===== src/design/dscc_pkg.sv =====
// dscc_pkg: constants for the decimal status and condition-code block
// assumes one 100 MHz clock; used as dscc_pkg::name, never imported
package dscc_pkg;

  // ----------------------------------------------------------------
  // clock and timing
  // ----------------------------------------------------------------
  localparam int CLK_PERIOD_NS = 10;
  localparam int CAPTURE_LEAD_NS = 30;
  localparam int CAPTURE_LEAD_CYC = (CAPTURE_LEAD_NS + CLK_PERIOD_NS - 1) / CLK_PERIOD_NS;

  // ----------------------------------------------------------------
  // status word bit positions
  // ----------------------------------------------------------------
  localparam int SW_CC_LSB = 0;
  localparam int SW_CARRY = 4;
  localparam int SW_NZ_DST = 5;
  localparam int SW_NZ_SRC2 = 6;
  localparam int SW_NZ_SRC1 = 7;
  localparam int SW_SIGN1 = 8;
  localparam int SW_SIGN2 = 9;
  localparam int SW_ODD_SRC1 = 10;
  localparam int SW_ODD_SRC2 = 11;
  localparam int SW_ODD_DST = 12;
  localparam logic [15:0] SW_RESET = 16'h0000;

  // ----------------------------------------------------------------
  // data-sign source bits on the internal bus
  // ----------------------------------------------------------------
  localparam int BUS_SIGN_HI = 15;
  localparam int BUS_SIGN_LO = 7;
  localparam int BUS_ZONED_SIGN = 6;
  localparam int BUS_PACKED_SIGN = 0;

  // ----------------------------------------------------------------
  // register port
  // ----------------------------------------------------------------
  localparam logic [7:0] REG_STATUS = 8'h00;
  localparam logic [7:0] REG_CFG = 8'h04;
  localparam logic [1:0] CFG_RESET = 2'h0;
  localparam int CFG_BYTE_CARRY = 0;
  localparam int CFG_BYTE_ZERO = 1;

  // ----------------------------------------------------------------
  // control-store field encodings
  // ----------------------------------------------------------------
  typedef enum logic [4:0] {
    F4_NOP = 5'h00, F4_NZ_SRC1 = 5'h01, F4_NZ_SRC2 = 5'h02, F4_NZ_DST = 5'h03,
    F4_NZ_CLEAR = 5'h04, F4_FORCE_CARRY = 5'h05, F4_LOW_DIGIT = 5'h06,
    F4_SIGN1 = 5'h07, F4_SIGN2 = 5'h08, F4_ODD_SRC1 = 5'h09,
    F4_ODD_SRC2 = 5'h0a, F4_ODD_DST = 5'h0b
  } dscc_f4_t;

  typedef enum logic [2:0] {
    F2_NOP = 3'h0, F2_SAVE = 3'h1, F2_RESTORE = 3'h2
  } dscc_f2_t;

  typedef enum logic [1:0] {
    FMT_CHAR = 2'h0, FMT_LONG = 2'h1, FMT_ZONED = 2'h2, FMT_PACKED = 2'h3
  } dscc_fmt_t;

  typedef enum logic [1:0] {
    CCS_HOLD = 2'h0, CCS_DECIMAL = 2'h1, CCS_STRING = 2'h2, CCS_BUS = 2'h3
  } dscc_ccsel_t;

  // category codes (arithmetic group)
  localparam logic [2:0] CAT_CVT_TO_LONG = 3'h0;
  localparam logic [2:0] CAT_ADD = 3'h1;
  localparam logic [2:0] CAT_SUB = 3'h2;
  localparam logic [2:0] CAT_DIV = 3'h3;
  localparam logic [2:0] CAT_MUL = 3'h4;
  localparam logic [2:0] CAT_CMP = 3'h5;
  localparam logic [2:0] CAT_SHIFT = 3'h6;
  localparam logic [2:0] CAT_CVT_FROM_LONG = 3'h7;
  // category codes (string group)
  localparam logic [2:0] CAT_STR_LOCATE = 3'h0;
  localparam logic [2:0] CAT_STR_MOVE = 3'h1;

endpackage : dscc_pkg


===== src/design/dscc_status.sv =====
// dscc_status: status flags, save/restore and condition codes of the
// commercial-instruction unit.
// assumes control-store fields, bus data and datapath flags arrive
// on the same clock; processor init is a synchronous level.
// Operation
// - three digit-nonzero flags at status bits 7, 6, 5 for src1, src2, dst
// - nonzero flag takes inverse of low and high nibble zero indications
// - each nonzero flag loads only under its own field-four enable
// - nonzero flag holds until zero latched; clear or init clears all three
// - carry flag at bit 4 loads decimal carry when carry-load bit set
// - force-carry command from field four sets the carry flag
// - low-digit select picks low or high nibble carry via four-input selector
// - first sign at bit 8, second at bit 9, both from selected data sign
// - format select picks bus bit 15/7, 15, 6 or 0 as data sign
// - zoned 0011/0111 and packed 1100/1101 sign codes decode by one bit
// - each sign flag loads under own enable; init or positive sign clears
// - three odd-address flags set when loaded bus address bit 0 is set
// - save drives status bits 15:0 onto the bus under field-two decode
// - restore reloads all status latches from the bus under field-two decode
// - category lookup gives group select bit and three-bit category code
// - decimal N Z V C and sign from category, carry, nonzero and sign flags
// - sign: second for add/sub, xor for mul/div, zero compare, first otherwise
// - selectors pick decimal, string or bus codes into readable latch
// - string Z from word or low-byte zero indication
// - string C from word or low-byte carry, selectable, for move and compare; zero for the rest
// - string N is bit 7 or 15 for move/compare, bit 15 otherwise
// - string V only for move and compare, zero for the rest
`timescale 1ns/1ns

module dscc_status (
  input wire logic CLOCK_I,
  input wire logic ARST_N_I,
  input wire logic PROCESSOR_INIT_I,
  input wire logic [4:0] AUX_CTRL_FIELD_FOUR_I,
  input wire logic [2:0] AUX_CTRL_FIELD_TWO_I,
  input wire logic CARRY_LOAD_FIELD_I,
  input wire logic [1:0] FORMAT_SELECT_I,
  input wire logic [1:0] CC_SOURCE_SELECT_I,
  input wire logic [7:0] INSTRUCTION_CODE_I,
  input wire logic [15:0] INTERNAL_BUS_I,
  input wire logic DEC_LOW_NIBBLE_ZERO_I,
  input wire logic DEC_HIGH_NIBBLE_ZERO_I,
  input wire logic DEC_LOW_CARRY_I,
  input wire logic DEC_HIGH_CARRY_I,
  input wire logic HIGH_BYTE_ZERO_I,
  input wire logic LOW_BYTE_ZERO_I,
  input wire logic WORD_CARRY_OUT_I,
  input wire logic BYTE_CARRY_OUT_I,
  input wire logic HIGH_BYTE_MSB_I,
  input wire logic LOW_BYTE_MSB_I,
  input wire logic [7:0] REG_ADDR_I,
  input wire logic [31:0] REG_WDATA_I,
  input wire logic REG_WRITE_I,
  input wire logic REG_READ_I,
  output logic [31:0] REG_RDATA_O,
  output logic [15:0] INTERNAL_BUS_O,
  output logic INTERNAL_BUS_OE_N_O,
  output logic [15:0] STATUS_WORD_O,
  output logic [3:0] CONDITION_CODE_O,
  output logic RESULT_SIGN_O
);

  // ----------------------------------------------------------------
  // reset release
  // ----------------------------------------------------------------
  logic rst_meta_q;
  logic rst_n_q;

  always_ff @(posedge CLOCK_I or negedge ARST_N_I) begin
    if (!ARST_N_I) begin
      rst_meta_q <= 1'b0;
      rst_n_q <= 1'b0;
    end else begin
      rst_meta_q <= 1'b1;
      rst_n_q <= rst_meta_q;
    end
  end

  // ----------------------------------------------------------------
  // decode
  // ----------------------------------------------------------------
  function automatic logic f4_is(input logic [4:0] f, input dscc_pkg::dscc_f4_t code);
    f4_is = (f == code);
  endfunction : f4_is

  // category lookup: {group select, code}; group 1 is arithmetic
  function automatic logic [3:0] categorize(input logic [7:0] op);
    logic [3:0] c;
    c = 4'h0;
    case (op[3:0])
      4'h0: c = {1'b0, dscc_pkg::CAT_STR_MOVE};
      4'h1: c = {1'b0, dscc_pkg::CAT_STR_LOCATE};
      4'h2: c = {1'b1, dscc_pkg::CAT_ADD};
      4'h3: c = {1'b1, dscc_pkg::CAT_SUB};
      4'h4: c = {1'b1, dscc_pkg::CAT_DIV};
      4'h5: c = {1'b1, dscc_pkg::CAT_MUL};
      4'h6: c = {1'b1, dscc_pkg::CAT_CMP};
      4'h7: c = {1'b1, dscc_pkg::CAT_SHIFT};
      4'h8: c = {1'b1, dscc_pkg::CAT_CVT_FROM_LONG};
      4'h9: c = {1'b1, dscc_pkg::CAT_CVT_TO_LONG};
      default: c = {1'b0, dscc_pkg::CAT_STR_LOCATE};
    endcase
    categorize = c;
  endfunction : categorize

  logic [4:0] f4;
  logic save_sel;
  logic restore_sel;
  logic [15:0] status_q;
  logic [1:0] cfg_q;

  assign f4 = AUX_CTRL_FIELD_FOUR_I;
  assign save_sel = (AUX_CTRL_FIELD_TWO_I == dscc_pkg::F2_SAVE);
  assign restore_sel = (AUX_CTRL_FIELD_TWO_I == dscc_pkg::F2_RESTORE);

  // ----------------------------------------------------------------
  // digit-nonzero flags
  // ----------------------------------------------------------------
  logic [2:0] nz_q;
  logic [2:0] nz_load;
  logic nz_value;
  logic nz_clear;

  // set means the latched digit pair was nonzero
  assign nz_value = ~(DEC_LOW_NIBBLE_ZERO_I & DEC_HIGH_NIBBLE_ZERO_I);
  assign nz_clear = f4_is(f4, dscc_pkg::F4_NZ_CLEAR) | PROCESSOR_INIT_I;
  assign nz_load = {f4_is(f4, dscc_pkg::F4_NZ_SRC1), f4_is(f4, dscc_pkg::F4_NZ_SRC2),
                    f4_is(f4, dscc_pkg::F4_NZ_DST)};

  // nz_q[2]=src1 bit 7, [1]=src2 bit 6, [0]=dst bit 5
  // update at the edge closing the enabled cycle
  always_ff @(posedge CLOCK_I or negedge rst_n_q) begin
    if (!rst_n_q) begin
      nz_q <= dscc_pkg::SW_RESET[dscc_pkg::SW_NZ_SRC1:dscc_pkg::SW_NZ_DST];
    end else if (nz_clear) begin
      nz_q <= 3'h0;
    end else if (restore_sel) begin
      nz_q <= INTERNAL_BUS_I[dscc_pkg::SW_NZ_SRC1:dscc_pkg::SW_NZ_DST];
    end else begin
      for (int i = 0; i < 3; i++) begin
        if (nz_load[i]) begin
          nz_q[i] <= nz_value;
        end
      end
    end
  end

  // ----------------------------------------------------------------
  // carry/borrow flag
  // ----------------------------------------------------------------
  logic carry_q;
  logic [1:0] carry_pick;
  logic carry_next;
  logic carry_en;

  // four-input selector: high carry, low carry, bus, forced one
  always_comb begin
    carry_pick = 2'h0;
    if (restore_sel) begin
      carry_pick = 2'h2;
    end else if (f4_is(f4, dscc_pkg::F4_FORCE_CARRY)) begin
      carry_pick = 2'h3;
    end else if (f4_is(f4, dscc_pkg::F4_LOW_DIGIT)) begin
      carry_pick = 2'h1;
    end
    case (carry_pick)
      2'h0: carry_next = DEC_HIGH_CARRY_I;
      2'h1: carry_next = DEC_LOW_CARRY_I;
      2'h2: carry_next = INTERNAL_BUS_I[dscc_pkg::SW_CARRY];
      default: carry_next = 1'b1;
    endcase
  end

  // carry-load bit gates the decimal carry
  assign carry_en = CARRY_LOAD_FIELD_I | restore_sel | f4_is(f4, dscc_pkg::F4_FORCE_CARRY);

  always_ff @(posedge CLOCK_I or negedge rst_n_q) begin
    if (!rst_n_q) begin
      carry_q <= dscc_pkg::SW_RESET[dscc_pkg::SW_CARRY];
    end else if (PROCESSOR_INIT_I) begin
      carry_q <= 1'b0;
    end else if (carry_en) begin
      carry_q <= carry_next;
    end
  end

  // ----------------------------------------------------------------
  // operand sign flags
  // ----------------------------------------------------------------
  logic sign1_q;
  logic sign2_q;
  logic data_sign;

  // zoned 0x3x/0x7x differ in bit 6, packed c/d in bit 0
  always_comb begin
    case (FORMAT_SELECT_I)
      dscc_pkg::FMT_CHAR: data_sign = INTERNAL_BUS_I[dscc_pkg::BUS_SIGN_HI] |
                                      INTERNAL_BUS_I[dscc_pkg::BUS_SIGN_LO];
      dscc_pkg::FMT_LONG: data_sign = INTERNAL_BUS_I[dscc_pkg::BUS_SIGN_HI];
      dscc_pkg::FMT_ZONED: data_sign = INTERNAL_BUS_I[dscc_pkg::BUS_ZONED_SIGN];
      dscc_pkg::FMT_PACKED: data_sign = INTERNAL_BUS_I[dscc_pkg::BUS_PACKED_SIGN];
      default: data_sign = 1'b0;
    endcase
  end

  // both flags share the selected data sign
  // own enable each; a positive sign loads as a clear
  always_ff @(posedge CLOCK_I or negedge rst_n_q) begin
    if (!rst_n_q) begin
      sign1_q <= dscc_pkg::SW_RESET[dscc_pkg::SW_SIGN1];
      sign2_q <= dscc_pkg::SW_RESET[dscc_pkg::SW_SIGN2];
    end else if (PROCESSOR_INIT_I) begin
      sign1_q <= 1'b0;
      sign2_q <= 1'b0;
    end else if (restore_sel) begin
      sign1_q <= INTERNAL_BUS_I[dscc_pkg::SW_SIGN1];
      sign2_q <= INTERNAL_BUS_I[dscc_pkg::SW_SIGN2];
    end else begin
      if (f4_is(f4, dscc_pkg::F4_SIGN1)) begin
        sign1_q <= data_sign;
      end
      if (f4_is(f4, dscc_pkg::F4_SIGN2)) begin
        sign2_q <= data_sign;
      end
    end
  end

  // ----------------------------------------------------------------
  // odd-address flags
  // ----------------------------------------------------------------
  logic [2:0] odd_q;
  logic [2:0] odd_load;

  assign odd_load = {f4_is(f4, dscc_pkg::F4_ODD_DST), f4_is(f4, dscc_pkg::F4_ODD_SRC2),
                     f4_is(f4, dscc_pkg::F4_ODD_SRC1)};

  // each flag follows bit 0 of the address it is loaded with
  always_ff @(posedge CLOCK_I or negedge rst_n_q) begin
    if (!rst_n_q) begin
      odd_q <= dscc_pkg::SW_RESET[dscc_pkg::SW_ODD_DST:dscc_pkg::SW_ODD_SRC1];
    end else if (PROCESSOR_INIT_I) begin
      odd_q <= 3'h0;
    end else if (restore_sel) begin
      odd_q <= INTERNAL_BUS_I[dscc_pkg::SW_ODD_DST:dscc_pkg::SW_ODD_SRC1];
    end else begin
      for (int i = 0; i < 3; i++) begin
        if (odd_load[i]) begin
          odd_q[i] <= INTERNAL_BUS_I[0];
        end
      end
    end
  end

  // ----------------------------------------------------------------
  // decimal condition codes
  // ----------------------------------------------------------------
  logic [3:0] cat;
  logic s1;
  logic s2;
  logic sx;
  logic cb;
  logic nza;
  logic nzb;
  logic nzc;
  logic [3:0] dec_cc;
  logic dec_sign;

  assign cat = categorize(INSTRUCTION_CODE_I);
  assign s1 = sign1_q;
  assign s2 = sign2_q;
  assign sx = sign1_q ^ sign2_q;
  assign cb = carry_q;
  assign nza = nz_q[2];
  assign nzb = nz_q[1];
  assign nzc = nz_q[0];

  // lookup on category and flags; dec_cc is {N,Z,V,C}
  always_comb begin
    dec_cc = {1'b0, ~nza, cb | nzb, 1'b0};
    dec_sign = s1;
    case (cat[2:0])
      dscc_pkg::CAT_ADD, dscc_pkg::CAT_SUB: begin
        dec_cc[3] = s2 & nza;
        dec_sign = s2;
      end
      dscc_pkg::CAT_DIV: begin
        dec_cc = {sx & nza, ~nza, cb | nzb | ~nzc, ~nzc};
        dec_sign = sx;
      end
      dscc_pkg::CAT_MUL: begin
        dec_cc[3] = sx & nza;
        dec_sign = sx;
      end
      dscc_pkg::CAT_CMP: begin
        dec_cc[3] = (s1 & ~s2 & cb & nzb & nza) | (cb & ~s1) | (s1 & s2 & nza & ~cb);
        dec_cc[2] = (sx & ~nza & ~nzb & ~cb) | (sx & (nza | cb));
        dec_cc[1:0] = 2'h0;
        dec_sign = 1'b0;
      end
      dscc_pkg::CAT_CVT_TO_LONG: begin
        dec_cc[3] = s1 & nza;
        dec_cc[0] = s2 & nzc;
      end
      default: begin
        // shift and convert from long
        dec_cc[3] = s1 & nza;
      end
    endcase
  end

  // ----------------------------------------------------------------
  // character-string condition codes
  // ----------------------------------------------------------------
  logic [3:0] str_cc;
  logic str_move;

  assign str_move = (cat[2:0] == dscc_pkg::CAT_STR_MOVE);

  always_comb begin
    str_cc[3] = str_move ? (HIGH_BYTE_MSB_I | LOW_BYTE_MSB_I) : HIGH_BYTE_MSB_I;
    // zero from byte or word zero indications
    str_cc[2] = (HIGH_BYTE_ZERO_I & LOW_BYTE_ZERO_I) |
                (str_move & cfg_q[dscc_pkg::CFG_BYTE_ZERO] & LOW_BYTE_ZERO_I);
    // overflow only for move and compare
    str_cc[1] = str_move & sx & (s2 ^ (HIGH_BYTE_MSB_I | LOW_BYTE_MSB_I));
    // carry from word or low byte, only for move and compare
    str_cc[0] = str_move & (cfg_q[dscc_pkg::CFG_BYTE_CARRY] ? BYTE_CARRY_OUT_I : WORD_CARRY_OUT_I);
  end

  // ----------------------------------------------------------------
  // condition-code latch
  // ----------------------------------------------------------------
  logic [3:0] cc_q;
  logic [3:0] cc_next;
  logic sign_out_q;
  logic [1:0] cc_pick;

  // restore forces the bus leg of the selectors
  assign cc_pick = restore_sel ? dscc_pkg::CCS_BUS : CC_SOURCE_SELECT_I;

  always_comb begin
    case (cc_pick)
      dscc_pkg::CCS_DECIMAL: cc_next = dec_cc;
      dscc_pkg::CCS_STRING: cc_next = str_cc;
      dscc_pkg::CCS_BUS: cc_next = INTERNAL_BUS_I[3:0];
      default: cc_next = cc_q;
    endcase
  end

  always_ff @(posedge CLOCK_I or negedge rst_n_q) begin
    if (!rst_n_q) begin
      cc_q <= dscc_pkg::SW_RESET[3:0];
      sign_out_q <= 1'b0;
    end else if (PROCESSOR_INIT_I) begin
      cc_q <= 4'h0;
      sign_out_q <= 1'b0;
    end else begin
      cc_q <= cc_next;
      if (cc_pick == dscc_pkg::CCS_DECIMAL) begin
        sign_out_q <= dec_sign;
      end
    end
  end

  // ----------------------------------------------------------------
  // status word, save path and register port
  // ----------------------------------------------------------------
  assign status_q = {3'h0, odd_q, sign2_q, sign1_q, nz_q, carry_q, cc_q};

  // both bytes driven during a save cycle
  assign INTERNAL_BUS_O = status_q;
  assign INTERNAL_BUS_OE_N_O = ~save_sel;
  assign STATUS_WORD_O = status_q;
  assign CONDITION_CODE_O = cc_q;
  assign RESULT_SIGN_O = sign_out_q;

  always_ff @(posedge CLOCK_I or negedge rst_n_q) begin
    if (!rst_n_q) begin
      cfg_q <= dscc_pkg::CFG_RESET;
    end else if (REG_WRITE_I && REG_ADDR_I == dscc_pkg::REG_CFG) begin
      cfg_q <= REG_WDATA_I[1:0];
    end
  end

  // unmapped addresses and idle cycles read zero
  always_ff @(posedge CLOCK_I or negedge rst_n_q) begin
    if (!rst_n_q) begin
      REG_RDATA_O <= 32'h0000_0000;
    end else if (REG_READ_I && REG_ADDR_I == dscc_pkg::REG_STATUS) begin
      REG_RDATA_O <= {16'h0000, status_q};
    end else if (REG_READ_I && REG_ADDR_I == dscc_pkg::REG_CFG) begin
      REG_RDATA_O <= {30'h0, cfg_q};
    end else begin
      REG_RDATA_O <= 32'h0000_0000;
    end
  end
endmodule : dscc_status


===== config.mk =====
export PLATFORM = sky130hd
export DESIGN_NAME = dscc_status
export DESIGN_NICKNAME = d
export VERILOG_FILES = /design/src/design/dscc_pkg.sv /design/src/design/dscc_status.sv
export SDC_FILE = /design/constraint.sdc
export NUM_CORES = 1
export LEC_CHECK = 0
export BUFFER_PORTS_ARGS = -buffer_cell sky130_fd_sc_hd__clkbuf_2
export CORE_AREA = 10 10 99 101
export DETAILED_ROUTE_END_ITERATION = 6
export DIE_AREA = 0 0 109 111
export MAX_ROUTING_LAYER = met4
export PLACE_DENSITY = 0.61
export SLEW_MARGIN = 10
export SYNTH_ARGS = -nofsm -noshare
export SYNTH_HDL_FRONTEND = slang
export SYNTH_SLANG_ARGS = --single-unit

===== constraint.sdc =====
create_clock -name CLOCK_I -period 2.5 [get_ports CLOCK_I]
set_clock_uncertainty 0.05 [all_clocks]
set_input_delay 0 -clock CLOCK_I [delete_from_list [all_inputs] [get_ports CLOCK_I]]
set_output_delay 0 -clock CLOCK_I [all_outputs]
set_load 0.01 [all_outputs]

-- Word level (Yosys, flattened, before mapping)
Memories as Yosys holds them, arrays and structs flattened.
Index checks and enable logic that the tools add are counted.
- $add $sub $neg: 0
- multipliers: 0
- div/mod/pow operators: 0
- $lt $le $gt $ge: 0
- eq/ne operators: 27
- shift operators: 0
- multiplexer cells: 36
- bitwise operators: 45
- reduce and logical (&&, ||, !) cells: 20
- operators with widths (operator ; number):
    3-bit nonzero test ; 8
    1-bit AND ; 23
    5-bit by 3-bit == test with 1-bit output, second input constant ; 4
    5-bit by 4-bit == test with 1-bit output, second input constant ; 4
    1-bit two-way mux ; 19
    13-bit two-way mux ; 1
    3-bit two-way mux ; 4
    1-bit OR ; 12
    4-bit case mux with 3 select lines ; 1
    2-bit == test, second input constant ; 5
    5-bit by 2-bit == test with 1-bit output, second input constant ; 2
    3-bit by 2-bit == test with 1-bit output, second input constant ; 3
    1-bit case mux with 3 select lines ; 3
    8-bit by 3-bit == test with 1-bit output, second input constant ; 1
    8-bit logical NOT ; 1
    2-bit two-way mux ; 4
    1-bit inverter ; 8
    2-bit by 1-bit == test with 1-bit output, second input constant ; 3
    3-bit by 1-bit == test with 1-bit output, second input constant ; 2
    3-bit == test, second input constant ; 2
    5-bit by 1-bit == test with 1-bit output, second input constant ; 1
    2-bit logical NOT ; 2
    4-bit two-way mux ; 1
    1-bit case mux with 4 select lines ; 1
    8 further kinds ; 13
- flip-flop bits (word level): 50
- bits in latches: 0
- bits in writable memories: 0
- bits in read-only memories: 64
- bits of input ports: 92
- word-level logic and storage cells: 144
- memories: 1
- memory list (memory ; words ; width ; rd ports ; clocked after memory_dff ; write ports ; RTL line ; text):
    (name not given) ; 16 ; 4 ; 1 ; 0 ; 0 ; dscc_status.sv:90 ; case (op[3:0])

-- Longest topological paths before layout
Gate-level depths: netlist of the first run.
- word-level depth: 10
- gate-level depth with buffers: 10
- depth with buffers taken out: 9

-- Worst setup path after synthesis of the first run
OpenSTA, ideal clock, no wires.
- path kind: in2reg
- from: input port AUX_CTRL_FIELD_TWO_I[2]
- to: register cc_q[1], in the netlist CONDITION_CODE_O[1]
- arrival time: 1787 ps
- required time: 2363 ps
- setup slack: 577 ps
- cell stages on the path: 9
- path through: or3b_1 -> buf_6 -> or2b_1 -> ha_1 -> nor2_1 -> nor2_1 -> nand4_1 -> or4_1 -> o211ai_1
- cells in the longest elaborated chain, start to end: 5
- ends and longest elaborated chain (what ; RTL line ; text):
    from (decl) ; dscc_status.sv:35 ; input wire logic [2:0] AUX_CTRL_FIELD_TWO_I,
    3-bit by 2-bit == test with 1-bit output (*) ; dscc_status.sv:114 ; assign restore_sel = (AUX_CTRL_FIELD_TWO_I == dscc_pkg::F2_RESTORE);
    2-bit two-way mux (*) ; dscc_status.sv:339 ; assign cc_pick = restore_sel ? dscc_pkg::CCS_BUS : CC_SOURCE_SELECT_I;
    2-bit == test / 2-bit by 1-bit == test with 1-bit output (equally long branches) ; dscc_status.sv:342 ; case (cc_pick)
    4-bit case mux with 3 select lines ; dscc_status.sv:342 ;
    4-bit two-way mux ; dscc_status.sv:354 ; end else if (PROCESSOR_INIT_I) begin
    to (signal assigned) ; dscc_status.sv:352 ; cc_q <= dscc_pkg::SW_RESET[3:0];
    to (signal assigned) ; dscc_status.sv:358 ; cc_q <= cc_next;
    to (decl) ; dscc_status.sv:333 ; logic [3:0] cc_q;
Mark *: on every way between the ends. The rest lies on a longest branch, timed or not.
A chain may end at the register's enable or synchronous reset.

-- Worst setup path after layout of the first run
Same ends and word-level chain as after synthesis.

==> results of run 1 <==
-- worst max path at each step --
stage,depth (start not counted),slack (ps),end,startpoint
after global routing,9,370,CONDITION_CODE_O[1],AUX_CTRL_FIELD_TWO_I[2]
final,9,520,CONDITION_CODE_O[1],AUX_CTRL_FIELD_TWO_I[2]
after floorplan,9,580,CONDITION_CODE_O[1],AUX_CTRL_FIELD_TWO_I[2]
after detailed placement,9,220,CONDITION_CODE_O[1],AUX_CTRL_FIELD_TWO_I[2]
after CTS,9,510,CONDITION_CODE_O[1],AUX_CTRL_FIELD_TWO_I[2]
after global placement,9,270,CONDITION_CODE_O[1],AUX_CTRL_FIELD_TWO_I[2]
-- sequential cells by signal, indices dropped and copies added, names as in the netlist --
register          flops
s1                    1
RESULT_SIGN_O         1
rst_meta_q            1
CONDITION_CODE_O      4
s2                    1
odd_q                 3
rst_n_q               1
carry_q               1
REG_RDATA_O          13
cfg_q                 2
nz_q                  3
-- synth_stat cells, types with 3 or more instances --
cell type / number / area (sq um)
buf_4: 45 / 338
dfrtp_1: 31 / 776
nor2_1: 22 / 82.6
nand2_1: 18 / 67.6
o21ai_0: 16 / 80.1
and2_1: 11 / 68.8
mux2i_1: 10 / 100
a21oi_1: 9 / 45.0
ha_1: 9 / 113
inv_1: 9 / 33.8
nor3_1: 7 / 35.0
a31oi_1: 6 / 37.5
nand3_1: 6 / 30.0
nor3b_1: 6 / 45.0
a211oi_1: 5 / 37.5
clkbuf_1: 3 / 11.3
mux2_2: 3 / 33.8
nand2b_1: 3 / 18.8
nand4_1: 3 / 18.8
nand4b_1: 3 / 26.3
nor2b_1: 3 / 18.8
nor4_1: 3 / 18.8
or4_1: 3 / 22.5
-- kinds of logic after synthesis --
kind of cell,count (synthesis)
AO/OA/AOI/OAI,54
other,2
XOR/XNOR,4
buffers and inverters,60
AND/OR/NAND/NOR,95
adder cells (fa/ha/maj),9
flip-flops,31
multiplexers,13
-- repair_timing --
action                                 CTS  global route
hold buffers                            14             0
buffers inserted                         0             0
endpoints found under the hold margin   15             0
-- per-layer routing --
metal / vias up / global-route usage / part of all wire
met3: 4 / 0.0198 / 0.066
met1: 960 / 0.132 / 0.43
met4: 0 / 0.0343 / 0.012
li1: 1076 / - / -
met5: - / - / 0
met2: 80 / 0.192 / 0.49
-- where the power goes --
| part | switching, mW | internal, mW | leakage [nW] |
|---|---|---|---|
| registers | 0.0315 | 0.522 | 0.419 |
| clock network | 0.191 | 0.322 | 0.0612 |
| logic | 0.185 | 0.141 | 1.03 |
-- layout make-up --
class	instances	area [sq um]	share of cell area
multi-input cells	201	1230	0.416
flip-flops and latches	31	776	0.262
repair buffers	117	663	0.224
well taps	105	131	0.0444
clock buffers	6	82.6	0.0279
inverters	10	40.0	0.0135
clock inverters	2	35.0	0.0118
-- worst min-delay path, delay by kind of cell --
family,cells,cell delay (ps)
buffers and inverters,1,80
AO/OA/AOI/OAI,3,240
-- through the flow --
step | power, mW | cells | area (sq um) | hold WS (ps) | utilization
2_1_floorplan | 0.793 | 292 | 2410 | -346 | -
3_3_place_gp | 0.868 | 450 | 2700 | -263 | 0.339
3_5_place_dp | 0.873 | 450 | 2700 | -260 | 0.339
4_1_cts | 1.40 | 472 | 2960 | 25.7 | 0.371
5_1_grt | 1.47 | 472 | 2960 | 44.9 | 0.371
6_report | 1.39 | 472 | 2960 | 28.7 | 0.371
==> flow_metrics.tcl, run 1 <==
set metrics [dict create \
    finalSetupViolCount 0 \
    io_pins 162 \
    routed_via_density 4.49 \
    crit_arrival_ps 2130 \
    worstReg2RegEnd "CONDITION_CODE_O[1]" \
    synth_compound_area_frac 0.147 \
    drc 0 \
    final_min_period_over_clock_period 0.790 \
    cp-end-kind "flop" \
    clock.fmax_ghz 0.506 \
    nets 467 \
    path_max_fanout 7 \
    grt_pass1_vias 2273 \
    clkTransAtPathRegs_ps 70 \
    synth_top_family_by_area "simple AND/OR/NAND/NOR gates" \
    htreeDepth 2 \
    reg2reg_from "s2" \
    power.density_nw_per_um2 470 \
    pre_cts_ws_ps 217 \
    ys_async_sr_fraction 1.00 \
    dpl.hpwl_um 5820 \
    clkSinkCount 31 \
    wirelength_um 6950 \
    ys.flop_type "dfrtp_1" \
    portBuffers 100 \
    cpMostUsedCell "nor2_1" \
    root_buffer "clkbuf_8" \
    grt_max_degree 30 \
    setup_ws_ps 524 \
    grt_pass1_wl_um 10900 \
    worstHoldPathCells 4 \
    wire_per_inst_um 14.7 \
    synth_mux_area_frac 0.0577 \
    die-area_sq_um 12100 \
    vias 2120 \
    dr.first_iter.drc_count 79 \
    fillers 840 \
    antenna_found_initial 0 \
    final_max_slew_viol_count 0 \
    drive_above_1_share 0.319 \
    path_cells "clkbuf_2, or3b_1, or2b_1, ha_1, nor2_1, nor2_1, nand4_1, or4_1, o211ai_1" \
    ys_seq_area_frac 0.334 \
    synth_edf_count 0 \
    cts_tree "built" \
    syn_avg_cell_area_sq_um 8.67 \
    antenna_left 0 \
    first_pass_iters 4 \
    ys_warn_count 0 \
    synth.distinct_cells 48 \
    tns_ps 0 \
    final_cell_mix "clkbuf_2 (100), dfrtp_1 (31), conb_1 (26), nor2_1 (22), nand2_1 (18)" \
    criticalPathCategory "primary input to flop" \
    p_leak_nw 1.51 \
    start_util 0.291 \
    hold_viol 0 \
    worstHoldEndpoint "CONDITION_CODE_O[2]" \
    grtUsageTotal 0.113 \
    layout_commonest_cell "clkbuf_2" \
    fp.dieW_um 109 \
    reg2regPathDepth 4 \
    ir_drop_uv 184 \
    cts_resized 0 \
    syn_to_final_growth_pct 27.4 \
    slew_headroom 0.623 \
    routabilityCongestion 0.856 \
    hp-start "INTERNAL_BUS_I[2]" \
    numCtsBuffers 5 \
    clockBufferDepth 2 \
    diodes 0 \
    clock_latency_ps 280 \
    rsz0062_at_grt "no" \
    cp_top_family "simple AND/OR/NAND/NOR gates" \
    outcome "finished, final reports clean" \
    core_area_sq_um 7970 \
    synthAdderAreaFrac 0.0485 \
    globalRouteOverflowTotal 0 \
    period_minus_slack_ps 1980 \
    worstPathRequired_ps 2650 \
    cpPeakStageDelay_ps 510 \
    synthCells 268 \
    worst_pin_slew_ps 562 \
    reg2reg_slack_ps 670 \
    hold_path.class "primary input to flop" \
    synthSimpleGateAreaFrac 0.220 \
    drv_cap 0 \
    netlist_area_sq_um 2320 \
    synth_xor_area_frac 0.0151 \
    die_y_um 111 \
    cp_slowest_cell "or4_1" \
    yosys_register_bits 31 \
    path_buf_inv 1 \
    std_cell_rows 33 \
    worstSetupStartpointType "primary input" \
]
Note: power is estimated with default switching activity, not from simulation.
==> run 2, diff against run 1 <==
- clock period: 2.5 -> 1.9 ns (I/O delays scaled with it)
==> flow_metrics.tcl, run 2 (synthesis gave the netlist of run 1 again) <==
set metrics [dict create \
    path_buf_inv 1 \
    drive_above_1_share 0.351 \
    holdWs_ps 38.1 \
    worstReg2RegEnd "CONDITION_CODE_O[1]" \
    seq_power_share 0.383 \
    power.combinational.fraction 0.253 \
    std_cell_rows 33 \
    criticalPathCategory "primary input to flop" \
    period_minus_slack_ps 1690 \
    reg2reg_slack_ps 230 \
    htreeDepth 2 \
    power.switching_uw 559 \
    numCtsBuffers 5 \
    setup_ws_ps 212 \
    grt_pass1_vias 2406 \
    worstSetupStartpointType "primary input" \
    dpl.hpwl_um 5990 \
    clockBufferDepth 2 \
    seq_area_sq_um 776 \
    hold_viol 0 \
    grt_max_degree 30 \
    clockPowerShare 0.364 \
    slew_headroom 0.627 \
    largest_register_ffs 13 \
    core_area_sq_um 7970 \
    cp_slowest_cell "or4_1" \
    wirelength_um 7280 \
    portBuffers 100 \
    path_cells "clkbuf_2, or3b_1, or2b_1, ha_2, nor2_1, nor2_1, nand4_1, or4_1, o211ai_1" \
    worst_pin_slew_ps 558 \
    cpPeakStageDelay_ps 500 \
    io_pins 162 \
    p_int_mw 1.33 \
    cpMostUsedCell "nor2_1" \
    routed_via_density 4.57 \
    multi_input_area_sq_um 1230 \
    worstPathRequired_ps 2060 \
    layout_commonest_cell "clkbuf_2" \
    final_min_period_over_clock_period 0.889 \
    antenna_left 0 \
    drc 0 \
    drv_cap 0 \
    crit_arrival_ps 1840 \
    outcome "finished, final reports clean" \
    dp_cells 467 \
    tns_ps 0 \
    clkSinkCount 31 \
    fillers 839 \
    globalRouteOverflowTotal 0 \
    final_cell_mix "clkbuf_2 (100), dfrtp_1 (31), conb_1 (26), nor2_1 (22), buf_4 (20)" \
    utilization 0.389 \
    clock_latency_ps 290 \
    vias 2240 \
    nets 485 \
    routabilityCongestion 0.920 \
    dr.first_iter.drc_count 93 \
    rsz0062_at_grt "no" \
    cp_top_family "simple AND/OR/NAND/NOR gates" \
    pre_cts_ws_ps -99.4 \
    swShare 0.296 \
    diodes 0 \
    start_util 0.291 \
    reg2reg_from "s2" \
    die_y_um 111 \
    reg2regPathDepth 4 \
    cts_resized 0 \
    hold_path.class "primary input to flop" \
    crit_cells 9 \
    cts_tree "built" \
    grt_pass1_wl_um 11600 \
    antenna_found_initial 0 \
    first_pass_iters 4 \
    path_max_fanout 3 \
    syn_to_final_growth_pct 33.5 \
    finalNonFillerCells 490 \
    die-area_sq_um 12100 \
    clock.fmax_ghz 0.592 \
    final_max_slew_viol_count 0 \
    crit_start "AUX_CTRL_FIELD_TWO_I[2]" \
    cp-end-kind "flop" \
    clkTransAtPathRegs_ps 70 \
    root_buffer "clkbuf_8" \
    power.density_nw_per_um2 609 \
    fp.dieW_um 109 \
    p_leak_nw 1.60 \
    ir_drop_uv 234 \
    regMostFlops "REG_RDATA_O" \
    finalSetupViolCount 0 \
    grtUsageTotal 0.122 \
    critPathCapture "CONDITION_CODE_O[1]" \
    wire_per_inst_um 14.9 \
]
## run 2: cell types whose count changed in the layout (fill, tap and decap cells not counted)
cell           change
buf_4             +17
dlygate4sd3_1      +1
ha_1               -1
ha_2               +1
## run 2: worst min-delay path by stage
stage / from / endpoint / slack [ps] / cells after the start
5_1_grt: PROCESSOR_INIT_I / odd_q[0] / 60 / 2
6_report: REG_READ_I / REG_RDATA_O[9] / 40 / 3
4_1_cts: PROCESSOR_INIT_I / s2 / 30 / 2
3_5_place_dp: ARST_N_I / rst_n_q / -260 / 1
2_1_floorplan: ARST_N_I / rst_meta_q / -350 / 0
3_3_place_gp: ARST_N_I / rst_n_q / -260 / 1
## run 2: final cells by class
type                       count  share of cell area
clock buffer                   6              0.0266
clock inverter                 2              0.0113
tap                          105              0.0424
inverter                      10              0.0129
sequential                    31               0.250
timing repair buffer         135               0.258
multi-input combinational    201               0.398
## run 2: what timing repair did
action	4_1_cts	5_1_grt
setup buffers	0	0
hold buffers	15	0
endpoints found under the hold margin	16	0
## run 2: metal layers
metal  part of all wire  global-route usage  vias up  routed length [um]
met2               0.48               0.195      103                3490
met4              0.027              0.0572        0                 196
li1                   -                   -     1111                   -
met1               0.42               0.139     1011                3050
met3              0.074              0.0302       15                 542
met5                  0                   -        -                   0
## run 2: per-stage QoR
step | area (sq um) | power, mW
2_1_floorplan | 2410 | 1.04
3_3_place_gp | 2830 | 1.18
3_5_place_dp | 2830 | 1.19
4_1_cts | 3100 | 1.90
5_1_grt | 3100 | 2.00
6_report | 3100 | 1.89
## run 2: tightest hold or removal path: stages
cell and delay, ps:
clkbuf_2 80, nand4b_1 180, nor3_1 70
## run 2: power groups by stage
stage	clock network (mW)	logic [mW]	registers [mW]
floorplan	0	0.299	0.745
global placement	0	0.447	0.735
detailed placement	0	0.453	0.736
CTS	0.698	0.480	0.724
global route	0.736	0.532	0.729
finish	0.687	0.477	0.722
